## config.mk

```make
export PLATFORM = sky130hd
export DESIGN_NAME = isa_host_port
export DESIGN_NICKNAME = d
export VERILOG_FILES = /design/src/design/host_port_pkg.sv /design/src/design/card_write_fifo.sv /design/src/design/isa_host_port.sv
export VERILOG_INCLUDE_DIRS = /design/src /design/src/design
export SDC_FILE = /design/constraint.sdc
export NUM_CORES = 1
export LEC_CHECK = 0
export BUFFER_PORTS_ARGS = -buffer_cell sky130_fd_sc_hd__buf_2
export CAP_MARGIN = 20
export CELL_PAD_IN_SITES_DETAIL_PLACEMENT = 1
export CELL_PAD_IN_SITES_GLOBAL_PLACEMENT = 1
export CORE_AREA = 2 2 208 230
export CTS_CLUSTER_DIAMETER = 30
export DETAILED_ROUTE_END_ITERATION = 10
export DIE_AREA = 0 0 210 232
export PLACE_DENSITY = 0.91
export RECOVER_POWER = 50
export SYNTH_ARGS = -nofsm -noshare
export SYNTH_HDL_FRONTEND = slang
export SYNTH_SLANG_ARGS = --single-unit
```

## constraint.sdc

```tcl
create_clock -name clk_i -period 6.3 [get_ports clk_i]
set_input_delay 0.945 -clock clk_i [delete_from_list [all_inputs] [get_ports clk_i]]
set_output_delay 0.945 -clock clk_i [all_outputs]
set_load 0.01 [all_outputs]
```

## src/design/host_port_params.svh

```systemverilog
// Purpose: constants for the bus-sizing host port
// Assumes: included by the design modules
// Notes: definitions only
`ifndef HOST_PORT_PARAMS_SVH
`define HOST_PORT_PARAMS_SVH
// ==========================================================
// System bus addresses
`define IDX_PORT 16'h03E0
`define DAT_PORT 16'h03E1
`define SHARED_A 16'h03F7
`define SHARED_B 16'h0377
`define SOCK_BIT 12
`define WIN_BIT 13
// ==========================================================
// Internal register indexes
`define IX_EXT_PTR 8'h2E
`define IX_EXT_WIN 8'h2F
`define IX_TSET_PFX 5'h06
`define IX_WIN_TSEL 8'h38
`define IX_IO_MASK 8'h39
`define IX_STATUS 8'h3A
// ==========================================================
// Reset and power-up values
`define PTR_RST 8'h00
`define T0_SETUP 8'h01
`define T0_CMD 8'h06
`define T0_REC 8'h00
`define T1_SETUP 8'h01
`define T1_CMD 8'h07
`define T1_REC 8'h00
`define WIN_TSEL_RST 8'h00
`define IO_MASK_RST 4'h0
// ==========================================================
// Data mask modes for shared I/O reads
`define MASK_NONE 2'h0
`define MASK_NO_B7 2'h1
`define MASK_ONLY_B7 2'h2
// ==========================================================
// Sizes and counts
`define FIFO_DEPTH 4
`define FIFO_AW 2
`define FIFO_CW 3
`define EXT_BANK_N 8
`define EXT_AW 3
`define STRAP_WAIT 2'h3
`endif

```

## src/design/host_port_pkg.sv

```systemverilog
// Purpose: types shared by the host port modules
// Assumes: constants come from host_port_params.svh
// Notes: types only
package host_port_pkg;
  // ========================================================
  // Host cycle sequencer states
  typedef enum logic [1:0] {
    ST_IDLE = 2'b00,
    ST_HOLD = 2'b01,
    ST_STALL = 2'b10,
    ST_RDWAIT = 2'b11
  } cyc_state_t;
  // Card access carried to a socket
  typedef struct packed {
    logic [19:0] addr;
    logic [15:0] data;
    logic [1:0] be;
    logic is_io;
    logic tsel;
    logic sock;
  } card_req_t;
  // One timing set
  typedef struct packed {
    logic [7:0] setup;
    logic [7:0] cmd;
    logic [7:0] recov;
  } card_timing_t;
  // Byte lane decode of one cycle
  typedef struct packed {
    logic lo;
    logic hi;
    logic ok;
  } lanes_t;
  // Filtered bus pins, active high
  typedef struct packed {
    logic ior;
    logic iow;
    logic memr;
    logic memw;
    logic aen;
    logic sbhe;
    logic pwr;
    logic strap;
  } pins_t;
endpackage

```

## src/design/card_write_fifo.sv

```systemverilog
// Purpose: posted write buffer for one socket
// Assumes: one clock, asynchronous active-low reset
// Notes: storage is not reset, only the pointers and the count
`timescale 1ns/10ps
`include "host_port_params.svh"
module card_write_fifo
  import host_port_pkg::*;
(
  input wire logic clk_i, // Clock
  input wire logic arst_n_i, // Reset, active low
  input wire logic in_valid_i, // Entry offered
  output logic in_ready_o, // Space free
  input host_port_pkg::card_req_t in_data_i, // Entry
  output logic out_valid_o, // Entry waiting
  input wire logic out_ready_i, // Card side takes
  output host_port_pkg::card_req_t out_data_o, // Oldest
  output logic empty_o // Nothing pending
);
  // ========================================================
  // Storage and pointers
  card_req_t mem_r [`FIFO_DEPTH]; // Entry flops
  logic [`FIFO_AW-1:0] wp_r; // Write index
  logic [`FIFO_AW-1:0] rp_r; // Read index
  logic [`FIFO_CW-1:0] cnt_r; // Entries held
  logic push; // Entry accepted
  logic pop; // Entry removed

  assign in_ready_o = (cnt_r != `FIFO_CW'(`FIFO_DEPTH));
  assign out_valid_o = (cnt_r != '0);
  assign empty_o = (cnt_r == '0);
  assign out_data_o = mem_r[rp_r];
  assign push = in_valid_i && in_ready_o;
  assign pop = out_valid_o && out_ready_i;

  // Write entry into storage
  always_ff @(posedge clk_i)
  begin
    if (push)
    begin
      mem_r[wp_r] <= in_data_i;
    end
  end

  // Pointer and count upkeep
  always_ff @(posedge clk_i or negedge arst_n_i)
  begin
    if (!arst_n_i)
    begin
      wp_r <= '0;
      rp_r <= '0;
      cnt_r <= '0;
    end
    else
    begin
      if (push)
        wp_r <= wp_r + `FIFO_AW'(1);
      if (pop)
        rp_r <= rp_r + `FIFO_AW'(1);
      cnt_r <= cnt_r + `FIFO_CW'(push) - `FIFO_CW'(pop);
    end
  end
endmodule // card_write_fifo

```

## src/design/isa_host_port.sv

```systemverilog
// Purpose: system bus side of a two-socket card adapter
// Assumes: bus pins asynchronous, 40 MHz core clock
// Notes: registers reached through pointer and data ports
`timescale 1ns/10ps
`include "host_port_params.svh"
module isa_host_port
  import host_port_pkg::*;
(
  input wire logic clk_i, // Core clock
  input wire logic arst_n_i, // Reset, active low
  input wire logic system_power_ok_i, // Power good pin
  input wire logic speaker_or_socket_select_pin_i, // Strap
  input wire logic [19:0] sa_i, // System address
  input wire logic sbhe_n_i, // Byte high enable
  input wire logic ior_n_i, // I/O read strobe
  input wire logic iow_n_i, // I/O write strobe
  input wire logic memr_n_i, // Memory read strobe
  input wire logic memw_n_i, // Memory write strobe
  input wire logic aen_i, // DMA address enable
  input wire logic [15:0] sd_i, // Data bus in
  output logic [15:0] sd_o, // Data bus out
  output logic [15:0] sd_oe_n_o, // Drive enable, low
  output logic iochrdy_o, // Ready, low inserts waits
  output logic iocs16_n_o, // I/O word ack
  output logic memcs16_n_o, // Memory word ack
  output host_port_pkg::card_req_t [1:0] card_wr_o, // Posted
  output logic [1:0] card_wr_valid_o, // Posted valid
  input wire logic [1:0] card_wr_ready_i, // Card takes
  output host_port_pkg::card_req_t card_rd_o, // Read req
  output logic card_rd_req_o, // Read pulse
  input wire logic card_rd_valid_i, // Read data ready
  input wire logic [15:0] card_rd_data_i, // Read data
  output host_port_pkg::card_timing_t [1:0] card_timing_o // Sets
);
  import host_port_pkg::*;
  // ========================================================
  // Declarations
  pins_t raw; // Pins, active high
  pins_t s1_r; // First sync stage
  pins_t s2_r; // Second sync stage
  pins_t s3_r; // Third sync stage
  pins_t filt_r; // Agreed pin levels
  logic pwr_prev_r; // Power ok history
  logic wide_r; // Wide bus mode
  logic [1:0] strap_cnt_r; // Strap wait count
  logic strap_done_r; // Strap captured
  logic strap_r; // Socket swap strap
  cyc_state_t state_r; // Cycle sequencer
  cyc_state_t state_nxt; // Its next value
  card_req_t req_r; // Stalled or read request
  logic cur_word_r; // Word cycle in progress
  logic cur_io_r; // I/O cycle in progress
  logic rd_sent_r; // Card read issued
  logic [7:0] ptr_r; // Register pointer
  logic [7:0] ext_ptr_r; // Second level pointer
  logic [7:0] ext_bank_r [`EXT_BANK_N]; // Extension bank
  card_timing_t [1:0] tset_r; // Timing sets
  logic [7:0] win_tsel_r; // Window timing select
  logic [3:0] io_mask_r; // Data mask per socket
  logic cyc_on; // Strobe active
  logic start; // New cycle seen
  logic is_io; // I/O cycle
  logic is_rd; // Read cycle
  lanes_t ln; // Lane decode
  logic reg_hit; // Port address hit
  logic sock; // Target socket
  card_req_t new_req; // Request from pins
  logic wr_en; // Internal write
  logic [7:0] wr_idx; // Write index
  logic [7:0] wr_val; // Write value
  logic [7:0] rd_val; // Pointed register
  logic [1:0] push_v; // Push per socket
  card_req_t push_d; // Pushed entry
  logic [1:0] fifo_rdy_w; // Space per socket
  logic [1:0] fifo_empty; // Drained per socket
  logic [1:0] mmode; // Mask mode of read
  logic shared; // Shared floppy address

  // ========================================================
  // Helpers
  // Lane decode from mode, byte high and SA0
  function automatic lanes_t lane_dec(input logic wide,
                                      input logic hi_en,
                                      input logic a0);
    lanes_t l;
    if (!wide)
      l = '{lo: 1'b1, hi: 1'b0, ok: 1'b1};
    else
      l = '{lo: !a0, hi: hi_en, ok: hi_en || !a0};
    return l;
  endfunction
  // Place a card word on the bus lanes
  function automatic logic [15:0] to_bus(input logic wide,
                                         input logic a0,
                                         input logic [15:0] d);
    logic [15:0] v;
    v = d;
    if (!wide)
      v = {8'h00, a0 ? d[15:8] : d[7:0]};
    return v;
  endfunction
  // Drive enables, active low, for given lanes
  function automatic logic [15:0] lane_oe(input lanes_t l);
    return ~{{8{l.hi}}, {8{l.lo}}};
  endfunction

  // ========================================================
  // Pin synchronisers, change taken when stages 2 and 3 agree
  assign raw = '{ior: !ior_n_i, iow: !iow_n_i, memr: !memr_n_i,
                 memw: !memw_n_i, aen: aen_i, sbhe: !sbhe_n_i,
                 pwr: system_power_ok_i,
                 strap: speaker_or_socket_select_pin_i};
  always_ff @(posedge clk_i or negedge arst_n_i)
  begin
    if (!arst_n_i)
    begin
      s1_r <= '0;
      s2_r <= '0;
      s3_r <= '0;
      filt_r <= '0;
    end
    else
    begin
      s1_r <= raw;
      s2_r <= s1_r;
      s3_r <= s2_r;
      filt_r <= (s2_r == s3_r) ? s3_r : filt_r;
    end
  end

  // ========================================================
  // Bus width detection, sticky until reset
  always_ff @(posedge clk_i or negedge arst_n_i)
  begin
    if (!arst_n_i)
      wide_r <= 1'b0;
    else if (filt_r.sbhe)
      wide_r <= 1'b1;
  end

  // Strap capture once the filter has settled after reset
  always_ff @(posedge clk_i or negedge arst_n_i)
  begin
    if (!arst_n_i)
    begin
      strap_cnt_r <= '0;
      strap_done_r <= 1'b0;
      strap_r <= 1'b0;
    end
    else if (!strap_done_r)
    begin
      strap_cnt_r <= strap_cnt_r + 2'h1;
      if (strap_cnt_r == `STRAP_WAIT)
      begin
        // Take the level the filter agrees on at this same edge
        strap_r <= (s2_r.strap == s3_r.strap) ? s3_r.strap :
                   filt_r.strap;
        strap_done_r <= 1'b1;
      end
    end
  end

  // ========================================================
  // Cycle decode
  assign cyc_on = (filt_r.ior | filt_r.iow | filt_r.memr |
                   filt_r.memw) & !filt_r.aen;
  assign start = (state_r == ST_IDLE) && cyc_on;
  assign is_io = filt_r.ior | filt_r.iow;
  assign is_rd = filt_r.ior | filt_r.memr;
  assign ln = lane_dec(wide_r, filt_r.sbhe, sa_i[0]);
  assign reg_hit = is_io && (sa_i[15:0] == `IDX_PORT ||
                             sa_i[15:0] == `DAT_PORT);
  assign sock = sa_i[`SOCK_BIT] ^ strap_r;
  // Request built from the pins
  always_comb
  begin
    new_req.addr = sa_i;
    new_req.data = wide_r ? sd_i : {sd_i[7:0], sd_i[7:0]};
    new_req.be = {ln.hi || (!wide_r && sa_i[0]),
                  ln.lo && (wide_r || !sa_i[0])};
    new_req.is_io = is_io;
    new_req.tsel = win_tsel_r[{sock, is_io, sa_i[`WIN_BIT]}];
    new_req.sock = sock;
  end

  // Internal register write from the ports
  always_comb
  begin
    wr_en = 1'b0;
    wr_idx = ptr_r;
    wr_val = (ln.hi && !ln.lo) ? sd_i[15:8] : sd_i[7:0];
    if (start && reg_hit && !is_rd && ln.ok)
    begin
      if (sa_i[0])
        wr_en = 1'b1;
      else if (ln.hi)
      begin
        wr_en = 1'b1; // Word: pointer low, data high
        wr_idx = sd_i[7:0];
        wr_val = sd_i[15:8];
      end
    end
  end

  // Read mux of the pointed register
  always_comb
  begin
    rd_val = 8'h00;
    unique case (ptr_r)
      `IX_EXT_PTR: rd_val = ext_ptr_r;
      `IX_EXT_WIN: rd_val = (ext_ptr_r < 8'(`EXT_BANK_N)) ?
                   ext_bank_r[ext_ptr_r[`EXT_AW-1:0]] : 8'h00;
      `IX_WIN_TSEL: rd_val = win_tsel_r;
      `IX_IO_MASK: rd_val = {4'h0, io_mask_r};
      `IX_STATUS: rd_val = {4'h0, fifo_empty, strap_r, wide_r};
      default:
      begin
        if (ptr_r[7:3] == `IX_TSET_PFX)
          unique case (ptr_r[1:0])
            2'h0: rd_val = tset_r[ptr_r[2]].setup;
            2'h1: rd_val = tset_r[ptr_r[2]].cmd;
            2'h2: rd_val = tset_r[ptr_r[2]].recov;
            default: rd_val = 8'h00;
          endcase
      end
    endcase
  end

  // ========================================================
  // Register pointer, reset to a known index
  always_ff @(posedge clk_i or negedge arst_n_i)
  begin
    if (!arst_n_i)
      ptr_r <= `PTR_RST;
    else if (start && reg_hit && !is_rd && !sa_i[0] && ln.ok)
      ptr_r <= sd_i[7:0];
  end

  // Extension bank and its pointer keep contents over reset
  always_ff @(posedge clk_i)
  begin
    if (wr_en && wr_idx == `IX_EXT_PTR)
      ext_ptr_r <= wr_val;
    if (wr_en && wr_idx == `IX_EXT_WIN &&
        ext_ptr_r < 8'(`EXT_BANK_N))
      ext_bank_r[ext_ptr_r[`EXT_AW-1:0]] <= wr_val;
  end

  // Timing sets reloaded on power-ok rise, window controls only on reset
  always_ff @(posedge clk_i or negedge arst_n_i)
  begin
    if (!arst_n_i)
    begin
      pwr_prev_r <= 1'b0;
      tset_r[0] <= '{`T0_SETUP, `T0_CMD, `T0_REC};
      tset_r[1] <= '{`T1_SETUP, `T1_CMD, `T1_REC};
      win_tsel_r <= `WIN_TSEL_RST;
      io_mask_r <= `IO_MASK_RST;
    end
    else
    begin
      pwr_prev_r <= filt_r.pwr;
      if (filt_r.pwr && !pwr_prev_r)
      begin
        tset_r[0] <= '{`T0_SETUP, `T0_CMD, `T0_REC};
        tset_r[1] <= '{`T1_SETUP, `T1_CMD, `T1_REC};
      end
      else if (wr_en && wr_idx[7:3] == `IX_TSET_PFX)
      begin
        unique case (wr_idx[1:0])
          2'h0: tset_r[wr_idx[2]].setup <= wr_val;
          2'h1: tset_r[wr_idx[2]].cmd <= wr_val;
          2'h2: tset_r[wr_idx[2]].recov <= wr_val;
          default: ;
        endcase
      end
      if (wr_en && wr_idx == `IX_WIN_TSEL)
        win_tsel_r <= wr_val;
      if (wr_en && wr_idx == `IX_IO_MASK)
        io_mask_r <= wr_val[3:0];
    end
  end
  assign card_timing_o = tset_r;

  // ========================================================
  // Cycle sequencer
  always_comb
  begin
    state_nxt = state_r;
    push_v = 2'b00;
    push_d = new_req;
    unique case (state_r)
      ST_IDLE:
        if (start)
        begin
          state_nxt = ST_HOLD;
          if (!reg_hit && ln.ok && !is_rd)
          begin
            if (fifo_rdy_w[sock])
              push_v[sock] = 1'b1;
            else
              state_nxt = ST_STALL;
          end
          else if (!reg_hit && ln.ok)
            state_nxt = ST_RDWAIT;
        end
      ST_HOLD:
        if (!cyc_on)
          state_nxt = ST_IDLE;
      ST_STALL:
      begin
        push_d = req_r;
        if (fifo_rdy_w[req_r.sock])
        begin
          push_v[req_r.sock] = 1'b1;
          state_nxt = ST_HOLD;
        end
      end
      ST_RDWAIT:
        if (card_rd_valid_i && rd_sent_r)
          state_nxt = ST_HOLD;
    endcase
  end

  // Sequencer state and cycle attributes
  always_ff @(posedge clk_i or negedge arst_n_i)
  begin
    if (!arst_n_i)
    begin
      state_r <= ST_IDLE;
      req_r <= '0;
      cur_word_r <= 1'b0;
      cur_io_r <= 1'b0;
    end
    else
    begin
      state_r <= state_nxt;
      if (start)
      begin
        req_r <= new_req;
        cur_word_r <= wide_r && ln.lo && ln.hi;
        cur_io_r <= is_io;
      end
    end
  end

  // Card read request, issued once its buffer has drained
  always_ff @(posedge clk_i or negedge arst_n_i)
  begin
    if (!arst_n_i)
    begin
      rd_sent_r <= 1'b0;
      card_rd_req_o <= 1'b0;
    end
    else
    begin
      card_rd_req_o <= (state_r == ST_RDWAIT) && !rd_sent_r &&
                       fifo_empty[req_r.sock];
      if (state_r != ST_RDWAIT)
        rd_sent_r <= 1'b0;
      else if (fifo_empty[req_r.sock])
        rd_sent_r <= 1'b1;
    end
  end
  assign card_rd_o = req_r;

  // ========================================================
  // Read data and lane drive
  assign mmode = io_mask_r[{req_r.sock, 1'b0} +: 2];
  assign shared = req_r.is_io && (req_r.addr[15:0] == `SHARED_A ||
                                  req_r.addr[15:0] == `SHARED_B);
  always_ff @(posedge clk_i or negedge arst_n_i)
  begin
    if (!arst_n_i)
    begin
      sd_o <= '0;
      sd_oe_n_o <= '1;
    end
    else if (start && reg_hit && is_rd && ln.ok)
    begin
      sd_oe_n_o <= lane_oe(ln);
      if (ln.lo && ln.hi)
        sd_o <= {rd_val, ptr_r};
      else
        sd_o <= sa_i[0] ? {rd_val, rd_val} : {8'h00, ptr_r};
    end
    else if (state_r == ST_RDWAIT && state_nxt == ST_HOLD)
    begin
      sd_o <= to_bus(wide_r, req_r.addr[0], card_rd_data_i);
      sd_oe_n_o <= lane_oe(lane_dec(wide_r, cur_word_r ||
                   req_r.be[1] && wide_r, req_r.addr[0]));
      if (shared && mmode == `MASK_NO_B7)
        sd_oe_n_o[7] <= 1'b1;
      else if (shared && mmode == `MASK_ONLY_B7)
        sd_oe_n_o <= 16'hFF7F;
    end
    else if (!cyc_on)
      sd_oe_n_o <= '1;
  end

  // Handshake outputs
  assign iochrdy_o = !(state_r == ST_STALL || state_r == ST_RDWAIT);
  assign iocs16_n_o = !(state_r != ST_IDLE && cur_word_r &&
                        cur_io_r);
  assign memcs16_n_o = !(state_r != ST_IDLE && cur_word_r &&
                         !cur_io_r);

  // ========================================================
  // Posted write buffers, one per socket
  for (genvar g = 0; g < 2; g++)
  begin : g_fifo
    card_write_fifo u_fifo (
      .clk_i(clk_i),
      .arst_n_i(arst_n_i),
      .in_valid_i(push_v[g]),
      .in_ready_o(fifo_rdy_w[g]),
      .in_data_i(push_d),
      .out_valid_o(card_wr_valid_o[g]),
      .out_ready_i(card_wr_ready_i[g]),
      .out_data_o(card_wr_o[g]),
      .empty_o(fifo_empty[g])
    );
  end
endmodule // isa_host_port

```

# After elaboration in Yosys (flattened, before gate mapping)
# Memories as Yosys holds them, arrays and structs flattened. A register that Yosys moved wholly into a read port is not among the register bits.
# Cells that the tools add are included.
# Widths: inputs -> output; s select.
[word_totals]
output_inout_bits = 209
n_memories = 3
ram_bits = 392
ff_bits = 206
[mem_list]
columns = ["memory", "words", "width", "read_ports", "rd_ports_with_merged_regs", "wr", "line_no", "source"]
rows = [
  ["g_fifo[0].u_fifo.mem_r", 4, 41, 1, 0, 1, "card_write_fifo.sv:21", "card_req_t mem_r [`FIFO_DEPTH];"],
  ["g_fifo[1].u_fifo.mem_r", 4, 41, 1, 0, 1, "card_write_fifo.sv:21", ""],
  ["ext_bank_r", 8, 8, 1, 1, 1, "isa_host_port.sv:56", "logic [7:0] ext_bank_r [`EXT_BANK_N];"],
]
[op_classes]
eq_ne = 32
bitwise_logic = 9
n_reduce_logical = 82
shifts = 1
add_sub_neg = 9
mux = 84
n_lt_le_gt_ge = 9
[ops]
columns = ["op", "n"]
rows = [
  ["$mux 16", 11],
  ["$bwmux 48", 3],
  ["$pmux 48 s3", 1],
  ["$mux 48", 2],
  ["$mux 8", 12],
  ["$demux 24 s1", 3],
  ["$eq 8x6->1 const B", 9],
  ["$mux 24", 3],
  ["$eq 16x10->1 const B", 4],
  ["$logic_and 1x1->1", 42],
  ["$mux 41", 1],
  ["$pmux 8 s5", 1],
  ["$not 16->16", 2],
  ["$mux 1", 24],
  ["$pmux 8 s3", 1],
  ["$mux 2", 11],
  ["$logic_not 1->1", 18],
  ["$mux 3", 5],
  ["$eq 2x2->1 const B", 6],
  ["$add 2x1->2 const B", 5],
  ["$eq 2x1->1 const B", 5],
  ["$eq 5x3->1 const B", 2],
  ["$eq 8x8->1", 1],
  ["$logic_or 1x1->1", 8],
  ["26 further kinds", 46],
]

# Logic depth before layout (Yosys ltp)
# Gate-level depths: netlist of run 1.
[logic_depth]
ltp_word = 18
depth_mapped = 14
depth_no_buf = 12

# Cells and area by module
# A second synthesis of run 1 with hierarchy kept.
[hier_totals]
cells_unflattened = 1517
area_unflattened_um2 = 24602.3
[modules_own_cells]
columns = ["mod", "seq_area_each_um2", "instances", "cells_each", "area_each_um2"]
rows = [
  ["card_write_fifo", 5099.9, 2, 258, 6446.2],
  ["isa_host_port", 6513.7, 1, 1001, 11710.0],
]

# Least setup slack after synthesis of run 1
# No wires, ideal clock.
[synth_timing]
path_kind = "input -> register"
startpoint = "input sa_i[4]"
endpoint = "register tset_r, in the netlist card_timing_o[32]"
t_arrival_ns = 4.144
stages = 12
path_slack_ns = 2.073
required_time_ns = 6.217
path_cell_list = "or3_1 buf_2 nor4b_1 nand3_1 mux2_2 inv_1 ha_1 nor3_1 or3_1 or4_4 or2_1 a221o_1"
[synth_between]
elab_chain_len = 15
word_cells_on_any_way = 31
cone_classes = "order compare (2); eq/ne (5); mux (13); reduce/logical (11)"
[synth_lines]
columns = ["element", "line_no", "source"]
rows = [
  ["start: declaration", "isa_host_port.sv:13", "input wire logic [19:0] sa_i,"],
  ["$eq 16x10->1 (no source line)", "-", ""],
  ["$logic_or 1x1->1 (no source line) *", "-", ""],
  ["$logic_and 1x1->1 *", "isa_host_port.sv:171", "assign reg_hit = is_io && (sa_i[15:0] == `IDX_PORT ||"],
  ["$logic_and 1x1->1 * (3 in series)", "isa_host_port.sv:192", "if (start && reg_hit && !is_rd && ln.ok)"],
  ["$mux 8", "isa_host_port.sv:192", ""],
  ["$lt 1x2->1 (not written as such) / $ge 1x1->1 (equally long branches)", "isa_host_port.sv:272", "2'h1: tset_r[wr_idx[2]].cmd <= wr_val;"],
  ["$logic_and 1x1->1 (not written as such)", "isa_host_port.sv:272", ""],
  ["$mux 16 (not written as such)", "isa_host_port.sv:272", ""],
  ["$demux 24 s1", "isa_host_port.sv:272", ""],
  ["$bwmux 48", "isa_host_port.sv:272", ""],
  ["$pmux 48 s3", "isa_host_port.sv:270", "unique case (wr_idx[1:0])"],
  ["$mux 48", "isa_host_port.sv:268", "else if (wr_en && wr_idx[7:3] == `IX_TSET_PFX)"],
  ["$mux 48", "isa_host_port.sv:263", "if (filt_r.pwr && !pwr_prev_r)"],
  ["end: declaration", "isa_host_port.sv:57", "card_timing_t [1:0] tset_r;"],
]
# Mark *: on every way between the ends. The rest lies on a longest branch, timed or not. The select of a mux whose other input is x is not followed.
# A chain may end at the register's enable or synchronous reset.

# Worst setup path after layout of run 1
[layout_timing]
startpoint = "input sa_i[14]"
endpoint = "register tset_r, in the netlist card_timing_o[24]"
[layout_between]
elab_chain_len = 15
word_cells_on_any_way = 31
cone_classes = "order compare (2); eq/ne (5); mux (13); reduce/logical (11)"
[layout_lines]
columns = ["element", "line_no", "source"]
rows = [
  ["$eq 16x10->1 (no source line)", "-", ""],
  ["$logic_or 1x1->1 (no source line) *", "-", ""],
  ["$logic_and 1x1->1 *", "isa_host_port.sv:171", ""],
  ["$logic_and 1x1->1 * (3 in series)", "isa_host_port.sv:192", ""],
  ["$mux 8", "isa_host_port.sv:192", ""],
  ["$lt 1x2->1 (not written as such) / $ge 1x1->1 (equally long branches)", "isa_host_port.sv:273", "2'h2: tset_r[wr_idx[2]].recov <= wr_val;"],
  ["$logic_and 1x1->1 (not written as such)", "isa_host_port.sv:273", ""],
  ["$mux 8 (not written as such)", "isa_host_port.sv:273", ""],
  ["$demux 24 s1", "isa_host_port.sv:273", ""],
  ["$bwmux 48", "isa_host_port.sv:273", ""],
  ["$pmux 48 s3", "isa_host_port.sv:270", ""],
  ["$mux 48", "isa_host_port.sv:268", ""],
  ["$mux 48", "isa_host_port.sv:263", ""],
]
# Marked as above.

==> results of run 1 <==
==> metrics by stage <==
stage | utilization | instance area, um^2 | cells | hold WS (ps) | setup slack (ps)
3_5_place_dp | 0.565 | 26200 | 2364 | 345 | 1140
4_1_cts | 0.645 | 29900 | 2564 | 350 | 1230
5_1_grt | 0.643 | 29800 | 2570 | 365 | 737
6_report | 0.643 | 29800 | 2571 | 353 | 796
2_1_floorplan | - | 24300 | 1562 | 331 | 2070
3_3_place_gp | 0.565 | 26200 | 2364 | 335 | 1400
==> sequential cells by signal (all words and copies together) (netlist names), 6 cells and up, named ones only <==
name                 cells
s3_r                     8
card_rd_o               40
ext_ptr_r                8
s2_r                     8
sd_o                    16
ptr_r                    8
g_fifo.u_fifo.mem_r    328
s1_r                     8
filt_r                   8
g_fifo.u_fifo.cnt_r      6
ext_bank_r              64
card_timing_o           48
win_tsel_r               8
==> layout make-up <==
class	instances	area (um^2)
diodes	2	5.00
fillers	4233	16600
repair buffers	306	1490
clock buffers	128	2890
flip-flops and latches	588	16700
multi-input cells	833	6980
inverters	47	176
clock inverters	72	827
well taps	595	744
==> layout by cell type (no fill, tap or decap), types with 7 or more instances in the layout <==
cell type   netlist  final
edfxtp_1        400    400
nand2_1         213    213
dfrtp_1         175    171
buf_2             6    159
clkbuf_1         57    128
clkbuf_16         0    110
mux4_2          101    101
nor2_1           60     58
inv_1            46     46
mux2i_1          43     43
mux2_2           44     42
o21ai_0          39     39
a21oi_1          38     38
o2bb2ai_1        36     36
buf_4            16     26
xnor2_1          18     18
ha_1             17     17
nor3_1           16     16
clkinv_2          0     15
a31oi_1          14     14
clkinvlp_4        0     14
nand3_1          12     12
nand4_1          12     12
bufinv_16         0     12
clkinv_1          1     11
o22ai_1          11     11
a221oi_1         10     10
a211oi_1         10     10
o21ai_1          10     10
dfstp_1           0     10
clkinv_4          0     10
and3_1            9      9
and2_2            0      8
clkbuf_8          0      8
or3_1             7      7
inv_6             0      7
==> where the power goes <==
part | internal, mW | total [mW] | switching (mW)
Sequential | 4.63 | 5.06 | 0.421
Combinational | 1.06 | 2.94 | 1.88
Clock | 3.79 | 5.95 | 2.16
==> metal layers <==
layer | global-route usage | part of all wire | vias up
met5 | 0 | 0.00018 | -
met4 | 0.189 | 0.056 | 2
met3 | 0.0953 | 0.10 | 319
met2 | 0.614 | 0.50 | 1290
met1 | 0.423 | 0.34 | 8760
li1 | - | - | 6636
==> cells by family (layout without fill, tap and decap cells) <==
| group | after synthesis | count (layout) | share of synthesized area |
|---|---|---|---|
| AOI/OAI and AO/OA | 206 | 206 | 0.0584 |
| adders and majority gates | 19 | 19 | 0.0104 |
| muxes | 188 | 188 | 0.132 |
| DFF | 588 | 588 | 0.688 |
| buffers and inverters | 141 | 553 | 0.0246 |
| and+or+nand+nor | 400 | 400 | 0.0795 |
| xor gates and xnor gates | 20 | 20 | 0.00721 |
| other | 0 | 2 | 0 |
==> critical path, cell delays in order <==
cell and delay (ps):
clkbuf_1 140, nor4b_1 1450, and2_1 370, nand3_1 170, mux2_2 390, inv_1 100
ha_1 300, nor3_1 110, or3_1 450, nor4_1 750, nand4_1 550, o2bb2ai_1 340
==> worst paths after layout <==
| kind | from | depth (start not counted) | end | slack (ps) |
|---|---|---|---|---|
| max | sa_i[14] | 12 | card_timing_o[24] | 800 |
| min | s1_r[0] | 0 | s2_r[0] | 350 |
| max reg2reg | wide_r | 11 | card_timing_o[24] | 1010 |
| min reg2reg | s1_r[0] | 0 | s2_r[0] | 350 |
| max in group asynchronous | arst_n_i | 3 | sd_oe_n_o[7] | 3760 |
| min in group asynchronous | arst_n_i | 1 | sd_o[0] | 380 |
==> flow_summary.yaml, run 1 <==
run_status:
  status: "complete, but fails checks"
  violations: "capacitance limit, slew limit"
die:
  io_pins: 274
  core_um2: 46400
  die_w_um: 210
  dieArea_um2: 48700
  die_h_um: 232
  rows: 83
  initial_core_util: 0.523
global_routing:
  first_global_vias: 18100
  track_usage: 0.361
  grt_max_degree: 110
  grt_pass1_wl_um: 126000
  grt_overflow: 0
  antenna_found_initial: 4
worst_setup_path:
  arrival_ps: 6060
  end_kind: "flop"
  path_max_fanout: 8
  setup.worst_path.start_class: "input port"
  critPathRequiredTime_ps: 6860
  criticalPathCategory: "in2reg"
clock_tree:
  cts_resized: 0
  cts_tree: "built"
  cts_num_sinks: 588
  insertion_delay_ps: 680
  clock-root-buffer: "clkbuf_16"
  htreeDepth: 3
  postCtsSetupRepairBufs: 0
  postCtsHoldBufs: 0
  clock_path_buffers: 3
  numCtsBuffers: 107
  clkTransAtPathRegs_ps: 50
drt:
  drcViolationCount: 0
  wirelength_um: 87300
  dr.pass1.iters: 6
  routedWlPerCell_um: 34.0
  ant_nets: 0
  dr.first_iter.drc_count: 2005
  route.vias.total: 17000
  viasPerCell: 6.61
power_and_ir_drop:
  power.leakage_nw: 11.4
  report.power.total_mw: 13.9
  powerDensity_nw_per_um2: 467
  vdd_ir_drop_max_v: 0.000231
synthesis:
  netlist.area_leader.share: 0.495
  syn_area_per_cell_um2: 15.5
  synth_most_common_cell: "edfxtp_1"
  synth-edff-count: 400
  synthTopCellsByCount: "edfxtp_1 (400), nand2_1 (213), dfrtp_1 (175), mux4_2 (101), nor2_1 (60)"
  seq_area_frac_synth: 0.688
  synth.area.top_cells: "edfxtp_1 (49%), dfrtp_1 (18%), mux4_2 (9.4%)"
  ys_async_sr_fraction: 0.315
  yosysTopAreaCell: "edfxtp_1"
  synth_area_um2: 24300
  ys.flop_type: "edfxtp_1"
  syn-num-nets: 1646
  ys_types: 72
  ys_ff_latch: 588
  synth_cells: 1562
  synth_warnings: 0
sta:
  tightest_slew_ps: 3140
  fin_crit_sh: 0.874
  finalMaxSlewViolations: 76
  rsz0062_at_grt: "false"
  hold_violations: 0
  period_minus_slack_ps: 5500
  relSlewSlack: -1.09
  fmax_mhz: 182
  tns_ps: 0
  setup_viol: 0
  finClkSkew_ps: 43.4
placed_design:
  port_buffers: 273
  gp_congestion: 0.909
  dp_hpwl_um: 50100
final_layout:
  synthToLayoutAreaGrowth_pct: 22.8
  finalNetCount: 1967
  final_layout_size_suffix_gt1_frac: 0.273
run:
  maxCapViolations: 3
worst_hold_path:
  hold_class: "reg2reg"
Power figures use the tool's default switching activity.
==> run 2: changes to the inputs <==
--- a/config.mk
+++ b/config.mk
@@ -10,10 +10,10 @@
 export CAP_MARGIN = 20
 export CELL_PAD_IN_SITES_DETAIL_PLACEMENT = 1
 export CELL_PAD_IN_SITES_GLOBAL_PLACEMENT = 1
-export CORE_AREA = 2 2 208 230
+export CORE_AREA = 2 2 218 220
 export CTS_CLUSTER_DIAMETER = 30
 export DETAILED_ROUTE_END_ITERATION = 10
-export DIE_AREA = 0 0 210 232
+export DIE_AREA = 0 0 220 222
 export PLACE_DENSITY = 0.91
 export RECOVER_POWER = 50
 export SYNTH_ARGS = -nofsm -noshare
==> run 2 against run 1 <==
The run still ends with capacitance limit, slew limit left. First-iteration DRC count up 9.2%. Critical path type unchanged. Sequential share of layout area down 0.86 points. Critical endpoint unchanged. Flip-flop and latch count unchanged. Largest cell class unchanged.
==> flow_summary.yaml, run 2 (same netlist as run 1, synthesis figures left out) <==
run:
  maxCapViolations: 6
die:
  die_h_um: 222
  dieArea_um2: 48800
  die_w_um: 220
  initial_core_util: 0.525
  core_um2: 46300
  rows: 79
  io_pins: 274
worst_setup_path:
  r2r_slack_ps: 830
  path_max_fanout: 8
  end_kind: "flop"
  setup.worst_path.start_class: "input port"
  r2r-start: "wide_r"
  critPathRequiredTime_ps: 6870
  reg2reg_to: "card_timing_o[24]"
  arrival_ps: 6230
  reg2regPathDepth: 11
  criticalPathCategory: "in2reg"
sta:
  tightest_slew_ps: 3380
  fin_ws_ps: 637
  hold_violations: 0
  fmax_mhz: 177
  period_minus_slack_ps: 5660
  rsz0062_at_grt: "false"
  relSlewSlack: -1.26
  tns_ps: 0
  setup_viol: 0
  finClkSkew_ps: 43.7
  finalMaxSlewViolations: 270
  fin_crit_sh: 0.899
drt:
  routedWlPerCell_um: 34.6
  viasPerCell: 6.69
  drcViolationCount: 0
  routed.top_layer: "met5"
  dr.first_iter.drc_count: 2190
  route.vias.total: 17400
  wl_met3_um: 9210
  route.met2.wl_um: 44100
  ant_nets: 0
  wl_met1_um: 31200
  dr.pass1.iters: 6
  wirelength_um: 90200
global_routing:
  grt_overflow: 0
  track_usage: 0.371
  antenna_found_initial: 6
  grt_pass1_wl_um: 130000
  first_global_vias: 18700
  grt_max_degree: 80
final_layout:
  finalNetCount: 1975
  largest_reg_flops: 328
  regArea_um2: 16700
  final_layout_size_suffix_gt1_frac: 0.277
  multiInputGateArea_um2: 6980
  nFillCells: 4208
  mostFrequentLayoutCells: "edfxtp_1 (400), nand2_1 (213), dfrtp_1 (172)"
  synthToLayoutAreaGrowth_pct: 24.8
  mostFrequentLayoutCell: "edfxtp_1"
  regMostFlops: "g_fifo.u_fifo.mem_r"
clock_tree:
  htreeDepth: 3
  cts_num_sinks: 588
  postCtsHoldBufs: 0
  cts_tree: "built"
  clock-root-buffer: "clkbuf_16"
  cts_resized: 0
  postCtsSetupRepairBufs: 0
  clkTransAtPathRegs_ps: 50
  insertion_delay_ps: 700
  numCtsBuffers: 114
  clock_path_buffers: 3
placed_design:
  detailedPlace.worstSlack_ps: 1230
  dp_hpwl_um: 50100
  port_buffers: 273
  gp_congestion: 0.936
power_and_ir_drop:
  report.power.total_mw: 14.8
  powerDensity_nw_per_um2: 488
  vdd_ir_drop_max_v: 0.000358
  power.leakage_nw: 11.6
worst_hold_path:
  hold_class: "in2async"
run_status:
  violations: "capacitance limit, slew limit"
  status: "complete, but fails checks"
==> run 2: critical path: stages <==
cell and delay (ps):
clkbuf_1 130, nor4b_1 1580, and2_1 380, nand3_1 190
mux2_2 400, inv_1 90, ha_1 300, nor3_1 110
or3_1 450, nor4_1 710, nand4_1 550, o2bb2ai_1 380
==> run 2: area by class of cell <==
| cell class | count | area share |
|---|---|---|
| flip-flops and latches | 588 | 0.552 |
| multi-input cells | 833 | 0.230 |
| clock buffers | 129 | 0.0967 |
| repair buffers | 307 | 0.0488 |
| clock inverters | 89 | 0.0412 |
| well taps | 607 | 0.0251 |
| inverters | 47 | 0.00582 |
| diodes | 3 | 0.000248 |
==> run 2: worst max path at each step <==
stage                                    to     start  slack [ps]  depth (start not counted)
after floorplan           card_timing_o[32]   sa_i[4]        2070                         12
after global placement    card_timing_o[29]   sa_i[4]        1420                         12
after detailed placement  card_timing_o[30]   sa_i[4]        1230                         12
after CTS                 card_timing_o[24]    wide_r        1160                         11
after global routing      card_timing_o[24]  sa_i[10]         610                         12
final                     card_timing_o[24]  sa_i[10]         640                         12
==> run 2: per-layer routing <==
layer  up-vias  GRT usage
li1       6629          -
met1      8893      0.447
met2      1486      0.605
met3       396     0.0871
met4         2      0.225
met5         -          0
==> run 2: where the power goes <==
part | switching, mW | leakage, nW | total, mW | internal, mW
Sequential | 0.592 | 5.97 | 5.23 | 4.63
Clock | 2.31 | 1.97 | 6.66 | 4.36
Combinational | 1.81 | 3.69 | 2.89 | 1.07
==> run 2: through the flow <==
stage,cells,hold slack [ps],utilization,instance area [um^2]
floorplan,1562,331,-,24300
global placement,2375,335,0.567,26200
detailed placement,2375,336,0.567,26200
CTS,2593,338,0.657,30400
global route,2603,351,0.655,30300
finish,2603,317,0.655,30300
